File: config.mk
export PLATFORM = sky130hd
export DESIGN_NAME = pcdsr_core_regs
export DESIGN_NICKNAME = d
export VERILOG_FILES = /design/src/verilog/pcdsr_pkg.sv /design/src/verilog/pcdsr_core_regs.sv /design/src/verilog/pcdsr_shadow_bank.sv
export SDC_FILE = /design/constraint.sdc
export NUM_CORES = 1
export LEC_CHECK = 0
export ABC_CLOCK_PERIOD_IN_PS = 3490
export BUFFER_PORTS_ARGS = -buffer_cell sky130_fd_sc_hd__buf_4
export CORE_UTILIZATION = 59
export DETAILED_ROUTE_END_ITERATION = 7
export PLACE_DENSITY = 0.86
export SLEW_MARGIN = 0
export SYNTH_ARGS = -nofsm -noshare
export SYNTH_HDL_FRONTEND = slang
export SYNTH_HIERARCHICAL = 1
export SYNTH_SLANG_ARGS = --single-unit
export TNS_END_PERCENT = 30
File: constraint.sdc
create_clock -name sys_clk -period 3.49 [get_ports sys_clk]
set_input_delay 0 -clock sys_clk [delete_from_list [all_inputs] [get_ports sys_clk]]
set_output_delay 0 -clock sys_clk [all_outputs]
set_load 0.02 [all_outputs]
File: src/verilog/pcdsr_pkg.sv
package pcdsr_pkg;
   ////////////////////////////////////////////////////////////////////////
   // Register addresses (12-bit data space)
   localparam logic [11:0] ADDR_COUNTER_LOW = 12'h002;
   localparam logic [11:0] ADDR_COUNTER_HIGH_LATCH = 12'h00a;
   localparam logic [11:0] ADDR_STATUS_SHADOW = 12'hfe4;
   localparam logic [11:0] ADDR_WORKING_SHADOW = 12'hfe5;
   localparam logic [11:0] ADDR_BANK_SHADOW = 12'hfe6;
   localparam logic [11:0] ADDR_LATCH_SHADOW = 12'hfe7;
   localparam logic [11:0] ADDR_PTR0_LOW_SHADOW = 12'hfe8;
   localparam logic [11:0] ADDR_PTR0_HIGH_SHADOW = 12'hfe9;
   localparam logic [11:0] ADDR_PTR1_LOW_SHADOW = 12'hfea;
   localparam logic [11:0] ADDR_PTR1_HIGH_SHADOW = 12'hfeb;
   localparam logic [11:0] ADDR_STACK_POINTER = 12'hfed;
   localparam logic [11:0] ADDR_STACK_TOP_LOW = 12'hfee;
   localparam logic [11:0] ADDR_STACK_TOP_HIGH = 12'hfef;
   localparam logic [11:0] ADDR_DEBUG_BANK_BASE = 12'hf80;
   ////////////////////////////////////////////////////////////////////////
   // Widths and reset values
   localparam int PC_WIDTH = 15;
   localparam int SP_WIDTH = 5;
   localparam int STACK_DEPTH = 16;
   localparam logic [14:0] PC_RESET = 15'h0000;
   localparam logic [6:0] LATCH_RESET = 7'h00;
   localparam logic [4:0] SP_RESET = 5'h1f;
   localparam logic [7:0] SHADOW_CLEAR = 8'h00;
endpackage

File: src/verilog/pcdsr_core_regs.sv
`timescale 1ns/1ps
// Program counter, stack access and debug shadow register slice
module pcdsr_core_regs (
   // Clock and resets
   input wire logic sys_clk,
   input wire logic arst_n,
   input wire logic por_bor_n,
   // Register access from the core
   input wire logic [11:0] reg_addr,
   input wire logic reg_wr,
   input wire logic [7:0] reg_wdata,
   output logic [7:0] reg_rdata,
   // Debug executive running
   input wire logic debug_probe_mode,
   // Program counter sequencing
   input wire logic pc_advance,
   // Core state copied into shadows on debug entry
   input wire logic [2:0] core_status_flags,
   input wire logic [7:0] core_working_reg,
   input wire logic [4:0] core_bank_select,
   input wire logic [15:0] core_ptr0,
   input wire logic [15:0] core_ptr1,
   // Stack top entry as seen by the stack memory
   input wire logic [pcdsr_pkg::PC_WIDTH-1:0] stack_entry,
   output logic stack_top_wr,
   output logic [pcdsr_pkg::PC_WIDTH-1:0] stack_top_wdata,
   // Program memory address
   output logic [pcdsr_pkg::PC_WIDTH-1:0] program_counter,
   output logic [pcdsr_pkg::SP_WIDTH-1:0] return_stack_pointer
);
   import pcdsr_pkg::*;

   ////////////////////////////////////////////////////////////////////////
   // Address map served here
   // 0x002        counter low byte, read/write from any mode
   // 0x00a        counter high latch, seven bits, read/write
   // 0xf80-0xfff  top bank, silent unless the debug executive runs
   // 0xfe4-0xfeb  shadow copies, one byte slot each, status first
   // 0xfed        return stack pointer, five bits
   // 0xfee/0xfef  top stack entry, low byte and seven-bit high byte
   // Shadow slot order: status, working, bank select, latch, pointer 0 low,
   // pointer 0 high, pointer 1 low, pointer 1 high.
   // Everything else in the top bank reads zero and drops writes.
   // Outside debug the whole top bank reads zero, which also hides
   // the stack registers from user code.
   // The low byte is decoded at one address only; bank mirrors of the
   // core registers belong to the bank logic outside this slice.

   ////////////////////////////////////////////////////////////////////////
   // Elaboration checks; they run once and cost no logic
   // Register slices below are fixed at seven high bits and a byte
   if (PC_WIDTH != 15) begin : g_bad_pc_width
      $error("program counter width must be fifteen bits");
   end
   // One spare pointer bit above the depth flags over/underflow
   if (SP_WIDTH != 5 || (1 << SP_WIDTH) < 2 * STACK_DEPTH) begin : g_bad_sp_width
      $error("stack pointer does not fit the stack depth");
   end
   // Pointer wrap only marks over/underflow cleanly for a power of two
   if (STACK_DEPTH < 2 || (STACK_DEPTH & (STACK_DEPTH - 1)) != 0) begin : g_bad_depth
      $error("stack depth must be a power of two");
   end

   ////////////////////////////////////////////////////////////////////////
   // State and decode nets, kept apart so read and write paths agree
   // Counter latch and debug entry tracking
   logic [6:0] counter_high_latch;
   logic debug_q;
   logic debug_entry;
   // Top bank decode and shadow access
   logic debug_hit;
   logic shadow_sel;
   logic [2:0] shadow_index;
   logic [7:0] shadow_rdata;
   logic [63:0] core_snapshot;
   // Per-register decode and write strobes
   logic hit_counter_low;
   logic hit_latch;
   logic hit_stack_pointer;
   logic hit_top_low;
   logic hit_top_high;
   logic write_counter_low;
   logic write_latch;
   logic write_stack_pointer;

   ////////////////////////////////////////////////////////////////////////
   // Access decode helpers
   // Whole top bank, shadows and stack registers alike
   function automatic logic in_debug_bank(input logic [11:0] a);
      return a >= ADDR_DEBUG_BANK_BASE;
   endfunction

   // Run of shadow slots, status shadow through pointer one high
   function automatic logic in_shadow_run(input logic [11:0] a);
      return a >= ADDR_STATUS_SHADOW && a <= ADDR_PTR1_HIGH_SHADOW;
   endfunction

   // Slot number from the address; wraps so the status shadow is slot zero
   function automatic logic [2:0] shadow_slot(input logic [11:0] a);
      return a[2:0] - ADDR_STATUS_SHADOW[2:0];
   endfunction

   // Debug bank only answers while the debug executive runs
   assign debug_hit = in_debug_bank(reg_addr) && debug_probe_mode;
   assign shadow_sel = debug_hit && in_shadow_run(reg_addr);
   assign shadow_index = shadow_slot(reg_addr);

   // User-side registers answer in either mode
   assign hit_counter_low = reg_addr == ADDR_COUNTER_LOW;
   assign hit_latch = reg_addr == ADDR_COUNTER_HIGH_LATCH;

   // Stack registers live in the top bank, so the debug gate applies
   assign hit_stack_pointer = debug_hit && reg_addr == ADDR_STACK_POINTER;
   assign hit_top_low = debug_hit && reg_addr == ADDR_STACK_TOP_LOW;
   assign hit_top_high = debug_hit && reg_addr == ADDR_STACK_TOP_HIGH;

   // One write strobe per register
   assign write_counter_low = reg_wr && hit_counter_low;
   assign write_latch = reg_wr && hit_latch;
   assign write_stack_pointer = reg_wr && hit_stack_pointer;

   ////////////////////////////////////////////////////////////////////////
   // Program counter
   // Only arst_n clears it; a low byte write beats the advance pulse so a
   // computed jump lands exactly where software asked.
   // Instruction fetch reads the whole counter; software sees the low byte.
   always_ff @(posedge sys_clk or negedge arst_n) begin
      if (!arst_n) begin
         program_counter <= PC_RESET;
      end else if (write_counter_low) begin
         // High bits come from the latch here; an advance can also carry into them
         program_counter <= {counter_high_latch, reg_wdata};
      end else if (pc_advance) begin
         // Wraps at the top of the fifteen-bit space
         program_counter <= program_counter + 15'h0001;
      end
   end

   // Counter high latch; bit 7 is not stored and reads back as zero
   always_ff @(posedge sys_clk or negedge arst_n) begin
      if (!arst_n) begin
         counter_high_latch <= LATCH_RESET;
      end else if (write_latch) begin
         counter_high_latch <= reg_wdata[6:0];
      end
   end

   ////////////////////////////////////////////////////////////////////////
   // Stack access
   // Stack pointer, five bits to see over/underflow; the push/pop side
   // lives with the stack memory, this is only the register view
   always_ff @(posedge sys_clk or negedge arst_n) begin
      if (!arst_n) begin
         return_stack_pointer <= SP_RESET;
      end else if (write_stack_pointer) begin
         return_stack_pointer <= reg_wdata[4:0];
      end
   end

   // Stack top byte writes go out to the stack memory
   always_comb begin
      stack_top_wr = reg_wr && debug_hit &&
                     (reg_addr == ADDR_STACK_TOP_LOW || reg_addr == ADDR_STACK_TOP_HIGH);
      stack_top_wdata = (reg_addr == ADDR_STACK_TOP_LOW) ? {stack_entry[14:8], reg_wdata}
                                                        : {reg_wdata[6:0], stack_entry[7:0]};
   end

   ////////////////////////////////////////////////////////////////////////
   // Debug shadows
   // Entry edge detector. Only a power-on/brown-out clears it: a plain
   // reset while the debug executive keeps running must not look like a
   // fresh entry, or the capture would overwrite shadows that are meant
   // to survive that reset.
   always_ff @(posedge sys_clk or negedge por_bor_n) begin
      if (!por_bor_n) begin
         debug_q <= 1'b0;
      end else begin
         debug_q <= debug_probe_mode;
      end
   end

   // Capture happens once, on the first cycle of each debug session;
   // leaving debug needs no action, the shadows hold until the next entry
   assign debug_entry = debug_probe_mode && !debug_q;

   // Live core state packed slot by slot, status in the lowest byte;
   // unused high bits of each slot are zero so they read back as zero
   assign core_snapshot = {core_ptr1[15:8], core_ptr1[7:0], core_ptr0[15:8], core_ptr0[7:0],
                           1'b0, counter_high_latch, 3'h0, core_bank_select, core_working_reg,
                           5'h00, core_status_flags};

   // Shadow storage; the same slot number serves the write and read ports.
   // Capture beats a register write in the entry cycle; that write is
   // dropped, so the debug executive should not write on its first cycle.
   pcdsr_shadow_bank u_shadow (
      .sys_clk(sys_clk),
      .por_bor_n(por_bor_n),
      .wr_index(shadow_index),
      .wr_en(reg_wr && shadow_sel),
      .wr_data(reg_wdata),
      .capture(debug_entry),
      .core_values(core_snapshot),
      .rd_index(shadow_index),
      .rd_data(shadow_rdata)
   );

   ////////////////////////////////////////////////////////////////////////
   // Read mux; holes and unused bits answer zero
   // Combinational so a read completes in the cycle the address stands
   // Decodes are disjoint; the chain order is for readability only
   always_comb begin
      reg_rdata = 8'h00;
      if (hit_counter_low) begin
         reg_rdata = program_counter[7:0];
      end else if (hit_latch) begin
         reg_rdata = {1'b0, counter_high_latch};
      end else if (shadow_sel) begin
         reg_rdata = shadow_rdata;
      end else if (hit_stack_pointer) begin
         reg_rdata = {3'h0, return_stack_pointer};
      end else if (hit_top_low) begin
         reg_rdata = stack_entry[7:0];
      end else if (hit_top_high) begin
         reg_rdata = {1'b0, stack_entry[14:8]};
      end
   end
endmodule // pcdsr_core_regs

File: src/verilog/pcdsr_shadow_bank.sv
`timescale 1ns/1ps
// Debug bank of normal-mode shadow copies
module pcdsr_shadow_bank (
   // Clock and power reset
   input wire logic sys_clk,
   input wire logic por_bor_n,
   // Register write port
   input wire logic [2:0] wr_index,
   input wire logic wr_en,
   input wire logic [7:0] wr_data,
   // Core capture on entry to debug
   input wire logic capture,
   input wire logic [63:0] core_values,
   // Read port
   input wire logic [2:0] rd_index,
   output logic [7:0] rd_data
);
   import pcdsr_pkg::*;
   // Valid bits per shadow: status, working, bank, latch, four pointers
   localparam logic [63:0] MASK = 64'hffffffff7f1fff07;
   logic [7:0] shadow [0:7];

   // Only power-on/brown-out clears; other resets leave contents alone
   always_ff @(posedge sys_clk or negedge por_bor_n) begin
      if (!por_bor_n) begin
         for (int i = 0; i < 8; i++) shadow[i] <= SHADOW_CLEAR;
      end else if (capture) begin
         for (int i = 0; i < 8; i++) shadow[i] <= core_values[i*8 +: 8] & MASK[i*8 +: 8];
      end else if (wr_en) begin
         shadow[wr_index] <= wr_data & MASK[wr_index*8 +: 8];
      end
   end

   assign rd_data = shadow[rd_index];
endmodule // pcdsr_shadow_bank
==> impl_metrics.prom <==
# TYPE chip_impl_metric gauge
chip_impl_info{name="status",value="completed"} 1
chip_impl_metric{name="mappedNetlistArea",unit="µm²"} 5640
chip_impl_metric{name="clk_pin_slew_worst_paths",unit="ns"} 0.10
chip_impl_metric{name="use_met1",unit="%"} 47.0
chip_impl_metric{name="io_buffer_count",unit=""} 132
chip_impl_metric{name="grt-ovfl-total",unit=""} 0
chip_impl_metric{name="fmax",unit="MHz"} 387
chip_impl_info{name="crit_family",value="simple AND/OR/NAND/NOR gates"} 1
chip_impl_metric{name="power_switching",unit="µW"} 905
chip_impl_info{name="type_of_origin_of_the_critical_path",value="input pin"} 1
chip_impl_metric{name="clock_skew",unit="ns"} 0.00947
chip_impl_metric{name="core",unit="µm²"} 9240
chip_impl_metric{name="cell_row_count",unit=""} 35
chip_impl_metric{name="hold-worst-slack",unit="ns"} 0.0957
chip_impl_info{name="slowest_stage",value="dlygate4sd3_1"} 1
chip_impl_metric{name="gpl.final_weighted_congestion",unit=""} 0.924
chip_impl_metric{name="netSwitchingFraction",unit="%"} 33.2
chip_impl_info{name="grt_setup_unrepaired",value="no"} 1
chip_impl_metric{name="route.final.wire_length",unit="µm"} 16700
chip_impl_metric{name="via_per_inst",unit=""} 6.25
chip_impl_metric{name="synth-warning-count",unit=""} 6
chip_impl_metric{name="max-slew-margin-rel",unit="%"} 45.4
chip_impl_info{name="busiest_layer",value="met2"} 1
chip_impl_metric{name="cts_setup_buffers",unit=""} 0
chip_impl_metric{name="global_route.usage.met3",unit="%"} 5.71
chip_impl_metric{name="wire_per_inst",unit="µm"} 20.2
chip_impl_info{name="min_path_type",value="input pin to asynchronous set/reset pin"} 1
chip_impl_metric{name="relative_area_change_from_synthesis_to_final_layout",unit="%"} 31.8
chip_impl_info{name="critical_path.endpoint_type",value="flop"} 1
chip_impl_metric{name="worst_path_buf_inv",unit=""} 3
chip_impl_metric{name="detailedRoute.firstPassIterationCount",unit=""} 5
chip_impl_metric{name="share_clk_of_total_power",unit="%"} 26.6
chip_impl_metric{name="initial_utilization",unit="%"} 61.1
chip_impl_info{name="root_buffer",value="clkbuf_8"} 1
chip_impl_metric{name="combinationalPowerShare",unit="%"} 25.7
chip_impl_metric{name="worstPathMaxFanout",unit=""} 12
chip_impl_metric{name="die_height",unit="µm"} 99.8
chip_impl_metric{name="finalCritPeriodShare",unit="%"} 74.0
chip_impl_metric{name="sum_of_negative_setup_slack",unit="ns"} 0
chip_impl_metric{name="dpl.cell_count",unit=""} 752
chip_impl_metric{name="ctsHtreeMaxLevel",unit=""} 3
chip_impl_info{name="tritoncts",value="done"} 1
chip_impl_info{name="crit_path_frequent_cell",value="buf_4"} 1
chip_impl_metric{name="post_layout_nonfiller_instances",unit=""} 829
chip_impl_metric{name="timing.final.crit_period",unit="ns"} 2.58
chip_impl_metric{name="floorplan.die.width",unit="µm"} 99.8
chip_impl_metric{name="syn-num-nets",unit=""} 615
chip_impl_metric{name="cp.arrival",unit="ns"} 2.85
chip_impl_metric{name="static_leakage",unit="nW"} 3.36
chip_impl_metric{name="final_max_slew_viol_count",unit=""} 0
chip_impl_metric{name="antenna-diode-count",unit=""} 0
chip_impl_info{name="worstPathCellList",value="dlygate4sd3_1 > buf_4 > nand3_1 > nor4b_4 > and2_1 > nor4bb_1 > buf_4 > nor2_1 > a221o_1"} 1
chip_impl_metric{name="clk_latency",unit="ns"} 0.38
chip_impl_metric{name="pwr-share-seq",unit="%"} 47.7
chip_impl_metric{name="met2_grt_util",unit="%"} 56.9
chip_impl_metric{name="timing.final.setup_violations",unit=""} 0
chip_impl_metric{name="detailed_place_hpwl",unit="µm"} 10800
chip_impl_metric{name="wire_length_of_the_first_global_routing_pass",unit="µm"} 26300
chip_impl_metric{name="finalWorstSetupSlack",unit="ns"} 0.906
chip_impl_metric{name="detail_route.iter0.violations",unit=""} 521
chip_impl_metric{name="drt.antenna.violating_nets",unit=""} 0
chip_impl_metric{name="cts-root-to-sink-buffers",unit=""} 2
chip_impl_metric{name="cts_sink_cnt",unit=""} 92
chip_impl_metric{name="antenna_found_initial",unit=""} 0
chip_impl_metric{name="cts_buffers",unit=""} 9
chip_impl_metric{name="power-per-cell-area",unit="nW/µm²"} 367
chip_impl_metric{name="drc",unit=""} 0
chip_impl_metric{name="maximum_number_of_pins_on_one_net_before_global_route_repair",unit=""} 66
chip_impl_metric{name="intPower",unit="mW"} 1.82
chip_impl_metric{name="num_vias",unit=""} 5178
chip_impl_metric{name="layout.nets",unit=""} 785
chip_impl_info{name="critPathKind",value="input pin to flop"} 1
chip_impl_metric{name="io_pins",unit=""} 133
chip_impl_metric{name="die_footprint",unit="µm²"} 9960
chip_impl_metric{name="timing.critical_path.slowest_cell_delay",unit="ns"} 0.53
chip_impl_metric{name="syn_avg_cell_area",unit="µm²"} 10.7
chip_impl_metric{name="hold_viol",unit=""} 0
chip_impl_metric{name="layout-drive-gt1-share",unit="%"} 30.7
chip_impl_metric{name="worstPathRequired",unit="ns"} 3.75
chip_impl_metric{name="core_utilization_of_the_finished_layout",unit="%"} 80.5
chip_impl_metric{name="timing_worst_slew_pin_value",unit="ns"} 0.820
chip_impl_metric{name="ir_worst_vdd",unit="mV"} 0.195
chip_impl_metric{name="grtUsageTotal",unit="%"} 34.8
chip_impl_metric{name="maxCapViolCount",unit=""} 0
chip_impl_metric{name="cell_count_after_synthesis",unit=""} 525
chip_impl_metric{name="first_global_vias",unit=""} 5038
chip_impl_metric{name="worst_setup_timing_slack_at_the_placement_stage",unit="ns"} 0.981
-- placed cells by master (no fill, tap or decap), types with 3 or more instances in the layout --
master and instances:
buf_4 140, dfrtp_1 87, nand2_1 62, dlygate4sd3_1 61, mux2_2 36, mux2i_1 31
o21ai_0 29, nor2_1 24, and2_1 17, mux4_1 16, a21oi_1 15, a221o_1 15
nor3_1 14, nand4_1 12, nand3_1 9, clkbuf_8 9, o221ai_1 8, xnor2_1 8
xor2_1 7, nor2b_1 7, nor3b_1 6, nor4_1 5, a31oi_1 5, mux2_4 5
dfstp_2 5, inv_1 4, nand3b_1 4, nand2b_1 4, o211ai_1 4, and3_1 3
a22o_1 3, inv_6 3, nand4b_1 3
-- worst reg2reg max path, delay by kind of cell (launching register included) --
kind                   cells  cell delay [ns]
buffers and inverters      1             0.39
AND/OR/NAND/NOR            2             0.68
AO/OA/AOI/OAI              1             0.32
flip-flops                 1             0.40
-- registers in the layout, summed over array words and instances, names as in the netlist --
signal / flops
return_stack_pointer: 5
program_counter: 15
u_shadow/shadow: 64
counter_high_latch: 7
debug_q: 1
-- metrics by stage --
step	power, mW	area [µm²]
global placement	1.91	6630
global route	2.84	7440
CTS	2.71	7440
floorplan	1.65	5640
finish	2.73	7440
detailed placement	1.93	6630
-- layer usage --
layer  wire length [µm]  up-vias
met4                434        0
met2               8270      318
met1               6720     2516
met3               1300       43
met5                  0        -
li1                   -     2301
-- final timing paths --
kind	start	endpoint	slack (ns)	cells past startpoint
worst max-delay path	debug_probe_mode	u_shadow/shadow[54]$_DFFE_PN0P_	0.91	9
worst min-delay path	arst_n	program_counter[12]$_DFFE_PN0P_	0.1	2
worst max register to register	debug_q$_DFF_PN0_	u_shadow/shadow[12]$_DFFE_PN0P_	1.60	4
worst min register to register	u_shadow/shadow[45]$_DFFE_PN0P_	u_shadow/shadow[45]$_DFFE_PN0P_	0.49	1
max in group asynchronous	por_bor_n	u_shadow/shadow[18]$_DFFE_PN0P_	2.71	2
min in group sys_clk	reg_wr	return_stack_pointer[3]$_DFFE_PN1P_	0.16	3
-- final cells by class --
cell class | count | area (µm²)
Clock buffer | 9 | 124
Tap cell | 129 | 161
Sequential cell | 92 | 2310
Fill cell | 544 | 1800
Inverter | 4 | 15.0
Multi-Input combinational cell | 387 | 3090
Clock inverter | 7 | 78.8
Timing Repair Buffer | 201 | 1660
-- power by group through the flow --
| stage | clock, mW | sequential [mW] | combinational, mW |
|---|---|---|---|
| after floorplan | 0 | 1.32 | 0.334 |
| after global placement | 0 | 1.31 | 0.604 |
| after detailed placement | 0 | 1.31 | 0.623 |
| after CTS | 0.735 | 1.29 | 0.689 |
| after global routing | 0.781 | 1.31 | 0.750 |
| final | 0.726 | 1.30 | 0.702 |
-- what timing repair did --
| action | in CTS | in global routing |
|---|---|---|
| hold buffers | 61 | 0 |
| endpoints found under the hold margin | 157 | 0 |
| gates resized for setup | 0 | 0 |
Power figures use the tool's default switching activity.
